===== config.mk =====
export PLATFORM = sky130hd
export DESIGN_NAME = nand_host_reader
export DESIGN_NICKNAME = d
export VERILOG_FILES = /design/src/shared/nand_host_pkg.sv /design/src/logic/nand_host_fifo.sv /design/src/logic/nand_host_reader.sv
export VERILOG_INCLUDE_DIRS = /design/src /design/src/shared
export SDC_FILE = /design/constraint.sdc
export NUM_CORES = 1
export LEC_CHECK = 0
export BUFFER_PORTS_ARGS = -buffer_cell sky130_fd_sc_hd__buf_2
export CORE_ASPECT_RATIO = 0.75
export CORE_MARGIN = 2
export CORE_UTILIZATION = 55
export DETAILED_ROUTE_END_ITERATION = 7
export PLACE_DENSITY = 0.74
export SETUP_SLACK_MARGIN = 0.1
export SLEW_MARGIN = 30
export SYNTH_ARGS = -nofsm -noshare
export SYNTH_HDL_FRONTEND = slang
export SYNTH_SLANG_ARGS = --single-unit

===== constraint.sdc =====
create_clock -name core_clk -period 4 [get_ports core_clk]
set_clock_uncertainty 0.05 [all_clocks]
set_input_delay 0.6 -clock core_clk [delete_from_list [all_inputs] [get_ports core_clk]]
set_output_delay 0.6 -clock core_clk [all_outputs]
set_load 0.02 [all_outputs]

===== src/shared/nand_host_params.svh =====
// Constants for the flash host controller: opcodes, address layout, timing
`ifndef NAND_HOST_PARAMS_SVH
`define NAND_HOST_PARAMS_SVH

// ==========================================================
// Opcodes
`define OP_READ_SETUP      8'h00
`define OP_READ_CONFIRM    8'h30
`define OP_COPYBACK_READ   8'h35
`define OP_STATUS          8'h70
`define OP_COLUMN_OUT      8'h05
`define OP_COLUMN_OUT_END  8'he0
`define OP_PLANE_SELECT    8'h06
`define OP_RESET           8'hff

// ==========================================================
// Address layout
`define ADDR_CYCLES        3'd5
`define COL_BITS           12
`define ROW_BITS           17
`define PLANE_ROW_POS      6
`define STATUS_READY_BIT   6

// ==========================================================
// Timing, in ns and in cycles of a 10 ns clock
`define CLK_PERIOD_NS      10
`define STROBE_LOW_NS      20
`define STROBE_HIGH_NS     20
`define STROBE_LOW_CYC     ((`STROBE_LOW_NS + `CLK_PERIOD_NS - 1) / `CLK_PERIOD_NS)
`define STROBE_HIGH_CYC    ((`STROBE_HIGH_NS + `CLK_PERIOD_NS - 1) / `CLK_PERIOD_NS)
`define PAGE_BYTES         2176
`define FIFO_DEPTH         32

`endif


===== src/shared/nand_host_pkg.sv =====
// Types for the flash host controller
package nand_host_pkg;

   // ==========================================================
   // Bus pins toward the flash
   typedef struct packed {
      logic       chip_sel_n;
      logic       cmd_latch;
      logic       addr_latch;
      logic       write_strobe_n;
      logic       read_strobe_n;
      logic       write_protect_n;
   } flash_ctl_t;

   // ==========================================================
   // Read request from the user side
   typedef struct packed {
      logic        use_status_poll;
      logic        skip_setup;
      logic [11:0] column;
      logic [16:0] row;
      logic [11:0] byte_count;
   } read_req_t;

   typedef enum logic [3:0] {
      ST_IDLE, ST_CMD, ST_ADDR, ST_CONFIRM, ST_WAIT_BUSY, ST_WAIT_READY,
      ST_POLL_CMD, ST_POLL_READ, ST_RESUME, ST_DATA, ST_DONE
   } host_state_t;

endpackage


===== src/logic/nand_host_fifo.sv =====
// Data buffer between the flash read path and the user side
`timescale 1ns/1ns
module nand_host_fifo #(
   parameter int WIDTH = 8,
   parameter int DEPTH = 32
) (
   // Clock and reset
   input  wire logic             core_clk,
   input  wire logic             rstn,
   // Fill side
   input  wire logic             in_valid,
   output logic                  in_ready,
   input  wire logic [WIDTH-1:0] in_data,
   // Drain side
   output logic                  out_valid,
   input  wire logic             out_ready,
   output logic [WIDTH-1:0]      out_data
);
   localparam int AW = $clog2(DEPTH);

   logic [WIDTH-1:0] mem [DEPTH];
   logic [AW-1:0]    wr_ptr_r;
   logic [AW-1:0]    rd_ptr_r;
   logic [AW:0]      count_r;
   wire              push = in_valid && in_ready;
   wire              pop  = out_valid && out_ready;

   assign in_ready  = (count_r != (AW+1)'(DEPTH));
   assign out_valid = (count_r != '0);
   assign out_data  = mem[rd_ptr_r];

   always_ff @(posedge core_clk) begin
      if (push) mem[wr_ptr_r] <= in_data;
   end

   always_ff @(posedge core_clk or negedge rstn) begin
      if (!rstn) begin
         wr_ptr_r <= '0;
         rd_ptr_r <= '0;
         count_r  <= '0;
      end else begin
         if (push) wr_ptr_r <= (wr_ptr_r == AW'(DEPTH-1)) ? '0 : wr_ptr_r + 1'b1;
         if (pop)  rd_ptr_r <= (rd_ptr_r == AW'(DEPTH-1)) ? '0 : rd_ptr_r + 1'b1;
         count_r <= count_r + (AW+1)'(push) - (AW+1)'(pop);
      end
   end
endmodule


===== src/logic/nand_host_reader.sv =====
// Host controller that issues page reads to the flash and streams out the bytes
// Notes on behaviour
// [RULE1] Column bits 0-11 in address cycles one-two
// [RULE2] Row bits 12-28 in cycles three to five
// [RULE3] Unused bits of cycles two, five driven low
// [RULE4] Row bit 18 selects the plane
// [RULE5] Extra address cycles ignored by the flash
// [RULE6] Latch pins select command, address or data
// [RULE7] Page read is 00h, five addresses, 30h
// [RULE8] First read after power-on may skip 00h; the code skips 00h on any request with skip_setup set
// [RULE9] Flash holds ready low during transfer
// [RULE10] Host may poll status 70h instead
// [RULE11] After polling, reissue 00h before reading data
// [RULE12] Read one byte per read strobe pulse
// [RULE13] Output runs sequentially to page end
// [RULE14] Copy-back uses 85h..10h and 00h-35h
// [RULE15] Legacy two-plane erase 60h,60h,D0h
// [RULE16] Standard two-plane erase 60h,D1h,60h,D0h
// [RULE17] Plane data select uses 06h..E0h
// [RULE18] Two-plane copy-back read 00h..00h..35h
// [RULE19] Two-plane copy-back program 85h,11h,81h/85h,10h
// [RULE20] Host issues only listed opcodes
// [RULE21] Column change stays within current page
// [RULE22] Copy-back keeps the same plane bit
// [RULE23] Flash latches bytes on strobe rising edge
// [RULE24] Write protect low blocks program and erase
// [RULE25] Chip select high floats the flash bus
`timescale 1ns/1ns
`include "nand_host_params.svh"
module nand_host_reader
   import nand_host_pkg::*;
#(
   parameter int FIFO_WIDTH = 8,
   parameter int FIFO_DEPTH = `FIFO_DEPTH,
   parameter int PAGE_BYTES = `PAGE_BYTES
) (
   // Clock and reset
   input  wire logic                  core_clk,
   input  wire logic                  rstn,
   // Read request
   input  wire logic                  req_valid,
   output logic                       req_ready,
   input  wire read_req_t             req,
   // Read data stream
   output logic                       data_valid,
   input  wire logic                  data_ready,
   output logic [FIFO_WIDTH-1:0]      data_byte,
   output logic                       read_done,
   // Flash control pins
   output flash_ctl_t                 flash_ctl,
   input  wire logic                  ready_busy_n,
   // Flash data bus, three signals
   input  wire logic [7:0]            bus_in,
   output logic [7:0]                 bus_out,
   output logic                       bus_oe
);
   localparam int LOW_CYC  = `STROBE_LOW_CYC;
   localparam int HIGH_CYC = `STROBE_HIGH_CYC;

   host_state_t state_r;
   host_state_t state_nxt;
   read_req_t   req_r;
   logic [2:0]  addr_idx_r;
   logic [11:0] left_r;
   logic [1:0]  phase_cnt_r;
   logic        strobe_low_r;
   logic [7:0]  bus_out_r;
   logic        oe_r;
   logic        cle_r;
   logic        ale_r;
   logic        done_r;

   // ==========================================================
   // Strobe timing: one byte slot is a low half then a high half
   wire slot_end  = !strobe_low_r && (phase_cnt_r == 2'(HIGH_CYC - 1));
   wire low_end   = strobe_low_r && (phase_cnt_r == 2'(LOW_CYC - 1));
   wire in_write  = (state_r == ST_CMD) || (state_r == ST_ADDR) ||
                    (state_r == ST_CONFIRM) || (state_r == ST_POLL_CMD) ||
                    (state_r == ST_RESUME);
   wire in_read   = (state_r == ST_POLL_READ) || (state_r == ST_DATA);
   wire fifo_ready;
   wire fifo_push = (state_r == ST_DATA) && low_end;

   // ==========================================================
   // Address byte selection
   wire [7:0] addr_byte =
      (addr_idx_r == 3'd0) ? req_r.column[7:0] :                    // [RULE1]
      (addr_idx_r == 3'd1) ? {4'h0, req_r.column[11:8]} :           // [RULE1] [RULE3]
      (addr_idx_r == 3'd2) ? req_r.row[7:0] :                       // [RULE2] [RULE4]
      (addr_idx_r == 3'd3) ? req_r.row[15:8] :                      // [RULE2]
                             {7'h00, req_r.row[16]};                // [RULE2] [RULE3]

   // Page end clamp: never request beyond the last byte
   wire [12:0] room = 13'(PAGE_BYTES) - {1'b0, req.column};
   wire [11:0] first_count =
      ({1'b0, req.byte_count} > room) ? room[11:0] : req.byte_count; // [RULE13]

   always_comb begin
      state_nxt = state_r;
      unique case (state_r)
         ST_IDLE:       if (req_valid)
                           state_nxt = req.skip_setup ? ST_ADDR : ST_CMD; // [RULE8]
         ST_CMD:        if (slot_end) state_nxt = ST_ADDR;
         ST_ADDR:       if (slot_end && addr_idx_r == `ADDR_CYCLES - 3'd1)
                           state_nxt = ST_CONFIRM;                // [RULE7]
         ST_CONFIRM:    if (slot_end)
                           state_nxt = req_r.use_status_poll ? ST_POLL_CMD : ST_WAIT_BUSY;
         ST_WAIT_BUSY:  if (!ready_busy_n) state_nxt = ST_WAIT_READY; // [RULE9]
         ST_WAIT_READY: if (ready_busy_n) state_nxt = ST_DATA;        // [RULE9]
         ST_POLL_CMD:   if (slot_end) state_nxt = ST_POLL_READ;       // [RULE10]
         ST_POLL_READ:  if (low_end && bus_in[`STATUS_READY_BIT])
                           state_nxt = ST_RESUME;
         ST_RESUME:     if (slot_end) state_nxt = ST_DATA;            // [RULE11]
         ST_DATA:       if (slot_end && left_r == 12'd0) state_nxt = ST_DONE;
         ST_DONE:       state_nxt = ST_IDLE;
      endcase
   end

   // ==========================================================
   // Strobe phase counter; stalls in the low half while the buffer is full
   always_ff @(posedge core_clk or negedge rstn) begin
      if (!rstn) begin
         phase_cnt_r  <= 2'h0;
         strobe_low_r <= 1'b0;
      end else if (!(in_write || in_read) || (state_nxt != state_r)) begin
         // Any change of state opens a fresh slot, so a status hit still strobes 00h
         phase_cnt_r  <= 2'h0;
         strobe_low_r <= 1'b1;
      end else if (low_end && !(state_r == ST_DATA && !fifo_ready)) begin
         phase_cnt_r  <= 2'h0;
         strobe_low_r <= 1'b0;
      end else if (slot_end) begin
         phase_cnt_r  <= 2'h0;
         strobe_low_r <= 1'b1;
      end else if (!low_end) begin
         phase_cnt_r  <= phase_cnt_r + 2'h1;
      end
   end

   // ==========================================================
   // Request capture and counters
   always_ff @(posedge core_clk or negedge rstn) begin
      if (!rstn) begin
         req_r       <= '0;
         addr_idx_r  <= 3'd0;
         left_r      <= 12'd0;
         done_r      <= 1'b0;
      end else begin
         done_r <= (state_r == ST_DONE);
         if (state_r == ST_IDLE && req_valid) begin
            req_r       <= req;
            req_r.byte_count <= first_count;
            // Bytes still to take; the slot that empties it is the last
            left_r      <= (first_count == 12'd0) ? 12'd1 : first_count;
            addr_idx_r  <= 3'd0;
         end
         if (state_r == ST_ADDR && slot_end) addr_idx_r <= addr_idx_r + 3'd1;
         if (fifo_push && fifo_ready && left_r != 12'd0) left_r <= left_r - 12'd1; // [RULE12] [RULE13]
      end
   end

   // ==========================================================
   // Pin drive: data and latches registered, strobes from the phase
   // Read opcodes only: copy-back, erase and plane select never leave here
   wire [7:0] cmd_byte =                                        // [RULE14] [RULE15] [RULE16]
      (state_r == ST_CMD)      ? `OP_READ_SETUP :                 // [RULE7] [RULE20]
      (state_r == ST_CONFIRM)  ? `OP_READ_CONFIRM :               // [RULE7]
      (state_r == ST_POLL_CMD) ? `OP_STATUS :                     // [RULE10]
      (state_r == ST_RESUME)   ? `OP_READ_SETUP :                 // [RULE11]
                                 addr_byte; // [RULE17] [RULE18] [RULE19] [RULE21] [RULE22]

   always_ff @(posedge core_clk or negedge rstn) begin
      if (!rstn) begin
         bus_out_r <= 8'h00;
         oe_r      <= 1'b0;
         cle_r     <= 1'b0;
         ale_r     <= 1'b0;
      end else begin
         bus_out_r <= cmd_byte;
         oe_r      <= in_write;
         cle_r     <= in_write && (state_r != ST_ADDR);               // [RULE6]
         ale_r     <= (state_r == ST_ADDR);                           // [RULE6]
      end
   end

   assign flash_ctl.chip_sel_n      = (state_r == ST_IDLE);           // [RULE25]
   assign flash_ctl.cmd_latch       = cle_r && in_write;
   assign flash_ctl.addr_latch      = ale_r && in_write;
   // Full low half on every slot; only the rising edge latches
   assign flash_ctl.write_strobe_n  = !(in_write && strobe_low_r);   // [RULE23]
   assign flash_ctl.read_strobe_n   = !(in_read && strobe_low_r);     // [RULE6] [RULE12]
   assign flash_ctl.write_protect_n = 1'b0;                           // Reads only [RULE24]
   assign bus_out   = bus_out_r;
   assign bus_oe    = oe_r && in_write;
   assign req_ready = (state_r == ST_IDLE);
   assign read_done = done_r;

   always_ff @(posedge core_clk or negedge rstn) begin
      if (!rstn) state_r <= ST_IDLE;
      else       state_r <= state_nxt;
   end

   // ==========================================================
   // Read data buffer; a full buffer holds the read strobe low
   nand_host_fifo #(
      .WIDTH (FIFO_WIDTH),
      .DEPTH (FIFO_DEPTH)
   ) u_fifo (
      .core_clk  (core_clk),
      .rstn      (rstn),
      .in_valid  (fifo_push),
      .in_ready  (fifo_ready),
      .in_data   (FIFO_WIDTH'(bus_in)),
      .out_valid (data_valid),
      .out_ready (data_ready),
      .out_data  (data_byte)
   );
endmodule


==> impl_summary.txt <==
----------------------------------------------------
[Logic synthesis]
  Adder-cell area share of the yosys netlist ... 3.053%
  Flops & latches, synth ... ~340
  Sequential area share after synthesis ... between 60 and 70%
  Share of flip-flops with an asynchronous set or reset ... 23.81%
  Top-area cell type share of the netlist area ... about 50%
  Cell area after synthesis ... 15000 um^2
  Synthesized Nets ... about 1100
  EDFF count, synth ... 256
  Area contributors post-synth ... sky130_fd_sc_hd__edfxtp_1 51%, sky130_fd_sc_hd__dfrtp_1 13%, sky130_fd_sc_hd__mux4_2 12%
  Xor/xnor share of the synthesized area ... 0.9176%
  Multiplexer share of the synthesized area ... 13.66%
  Main synth FF type ... sky130_fd_sc_hd__edfxtp_1
  Count of yosys warnings during synthesis ... 0
  Syn Inst Count ... 1031
  Top cell type by total area after synthesis ... sky130_fd_sc_hd__edfxtp_1
  Area fraction in compound gates after synthesis ... under 10%
  Average cell area after synthesis ... 14.55 um^2
  Number of distinct standard cells referenced by the synthesized netlist ... just over 70
  Dominant combinational cell family by area after synthesis ... multiplexers
  Post-synthesis simple-gate area fraction ... 9.885%

[STA]
  Final count of pins violating max slew ... 0
  Final hold vios ... 0
  Worst Tran Pin Value ... 0.8910 ns
  Unrepaired setup endpoints after global routing ... false
  Worst hold margin ... 0.03791 ns
  TNS Setup ... 0 ns
  Setup slack after layout ... 0.3794 ns
  Max transition margin ... 40.60%
  Tcrit/Tclk final ... 90.51%
  Period minus WS final ... 3.621 ns
  Final setup violating endpoints ... 0
  Highest Clock Rate ... about 280 MHz

[Worst setup path]
  Worst Path Buf+Inv ... 2
  Largest delay contributor family on the critical path ... multiplexers
  Slowest stage delay, CP ... 0.76 ns
  Type of the worst setup path ... reg2out
  Data arrival time of the critical path ... 2.97 ns
  Data required time of the critical path ... 3.35 ns
  Cell chain of the critical path ... buf_12, mux4_2, mux4_2, mux2_2, buf_2
  Cell with the largest stage delay on the worst path ... sky130_fd_sc_hd__dfrtp_2
  Startpoint class of the critical path ... flip-flop
  Nature of the critical path endpoint ... output port
  Cell seen most often among critical-path stages ... sky130_fd_sc_hd__mux4_2
  Crit-path max FO ... 23

[Routing]
  Wire length per cell after detailed routing ... 21.93 um
  Routed vias/inst ... roughly 6.0
  Starting DRC count in detailed routing ... 1031
  Vias after detailed routing ... 9194
  First-pass iteration count of the detailed router ... 5
  Antenna violation net count after detailed routing ... 0
  Final wirelength ... ~33000 um
  DRC violation count after routing ... 0

[Floorplanning]
  Number of core rows ... 52
  Height of the chip ... around 150 um
  Core area ... 26870 um^2
  Initial Util ... 55.82%
  Die Width ... around 190 um
  Die area ... 28620 um^2
  I/O pins ... 82

[Global routing]
  Pin count of the biggest net entering global routing ... 56
  Antenna violations before repair ... 1
  Number of global-route vias before repair ... 9038
  Total routing usage reported by global routing ... a little under a quarter
  Wire length of the first global-routing pass ... 52740 um
  Aggregate global routing overflow ... 0

[Flow run]
  Max-capacitance violation count ... 0

[CTS]
  Clock sinks ... between 300 and 400
  Largest buffer count on any clock path ... 3
  Number of hold-repair buffers added at the cts stage ... 0
  TritonCTS clock tree ... yes
  Clock latency on the worst-skew pair ... 0.56 ns
  Number of buffers added for setup after CTS ... 0
  Root Buffer Master ... sky130_fd_sc_hd__clkbuf_16
  Clock slew at reported path FFs ... around 0.060 ns
  H-tree levels ... 1
  TritonCTS Buffers ... 31
  Gates resized, CTS repair ... 0

[Placed design]
  Dpl cells ... around 1500
  Worst setup slack after placement ... -0.02242 ns
  Detailed placement HPWL ... about 21000 um
  Total placed instance area ... 16050 um^2
  Placer's final routability congestion estimate ... 0.8848
  Port buffer count ... 80

[Final layout]
  Post-route cell area ... roughly 17000 um^2
  Area delta synth->final ... 13.50%
  Share of post-route cells with drive strength above 1 ... 24.53%
  Total Nets Final ... 1238
  Commonest non-fill, non-tap cells in the layout ... 256 x sky130_fd_sc_hd__edfxtp_1, 143 x sky130_fd_sc_hd__nand2_1, 83 x sky130_fd_sc_hd__nor2_1
  Non-filler instance count after layout ... 1521
  Number of inserted diodes ... 0
  Most common cell after layout, fill and taps aside ... sky130_fd_sc_hd__edfxtp_1

[Power]
  Power density over cell area ... 611.2 nW/um^2
  Static Leakage ... 0.006416 uW
  Peak VDD IR ... 451.7 uV

[Outcome]
  Result of the run ... completed

[Worst hold path]
  Classification of the worst-slack hold path ... in2async

----------------------------------------------------
[layout make-up]
type | count | area [um^2]
clock buffer | 40 | 829.5
clock inverter | 17 | 141.4
fill | 1950 | 9847
inverter | 39 | 146.4
multi-input combinational | 604 | 4927
sequential | 336 | 9694
tap | 351 | 439.2
timing repair buffer | 134 | 845.8
[cells in the mapped netlist (all sizes together) (2+ instances only)]
cell and n:
edfxtp 256, nand2 144, nor2 83, dfrtp 80, mux4 80, a21oi 38
inv 38, ha 35, clkbuf 34, o21ai 30, nand3 21, buf 18
mux2 14, nor3 13, nand2b 10, mux2i 9, a21o 8, and3 8
xor2 8, nand3b 7, and2 6, nor4 6, o221ai 6, o22ai 6
xnor2 6, nand4 5, nor2b 5, o211ai 5, or3 5, o31ai 4
a31oi 3, o32ai 3, or4 3, a211oi 2, a221oi 2, a31o 2
nand4b 2, o211a 2, o21a 2, o2bb2ai 2, or2 2, or3b 2
or4b 2
[flip-flops by register name, summed over array words and instances (netlist names), 2 cells and up]
register and cells:
u_fifo.wr_ptr_r 5, bus_out 8, addr_idx_r 3, phase_cnt_r 2, left_r 12, u_fifo.count_r 6, state_r 4, req_r 30
u_fifo.mem 256, u_fifo.rd_ptr_r 5
[cell families (layout without fill, tap and decap cells)]
kind of cell,after synthesis,after routing
buffers and inverters,91,230
multiplexers,103,103
XOR/XNOR,14,14
other,1,1
adder cells (fa/ha/maj),36,36
AO/OA/AOI/OAI,123,123
flip-flops,336,336
AND/OR/NAND/NOR,327,327
[final timing paths]
| kind | start | to | slack (ns) | cells after the start |
|---|---|---|---|---|
| worst max-delay path | u_fifo.rd_ptr_r[1] | data_byte[4] | 0.38 | 5 |
| worst min-delay path | rstn | req_r[25] | 0.04 | 1 |
| worst max register to register | state_r[0] | u_fifo.mem[18][5] | 1.05 | 8 |
| worst min register to register | req_r[16] | req_r[16] | 0.42 | 2 |
| max in group asynchronous | rstn | left_r[7] | 3.04 | 2 |
| min in group core_clk | req[18] | req_r[18] | 0.18 | 3 |
[routing by layer]
metal / vias up / part of all wire [%] / GRT usage [%]
li1: 4118 / - / -
met1: 4652 / 46 / 37.94
met2: 377 / 45 / 35.88
met3: 47 / 7.4 / 3.466
met4: 0 / 1.7 / 5.231
met5: - / 0 / 0
[power breakdown]
group	internal [uW]	total, uW	switching, uW
Sequential	4090	4430	337
Combinational	1410	3140	1730
Clock	1590	2840	1250
Total	7090	10400	3310
[worst reg2reg max path, delay by kind of cell, from the launching register on]
kind	cells	cell delay [ns]
and+or+nand+nor	4	1.29
buffers and inverters	4	0.99
DFF	1	0.33
[metrics by stage]
| stage | utilization (%) | power [uW] |
|---|---|---|
| final | 63.35 | 10400 |
| after global routing | 63.35 | 10920 |
| after CTS | 63.35 | 10460 |
| after detailed placement | 59.74 | 7594 |
| after global placement | 59.74 | 7533 |
| after floorplan | - | 6644 |
No activity file was read; power rests on OpenSTA's default activity.
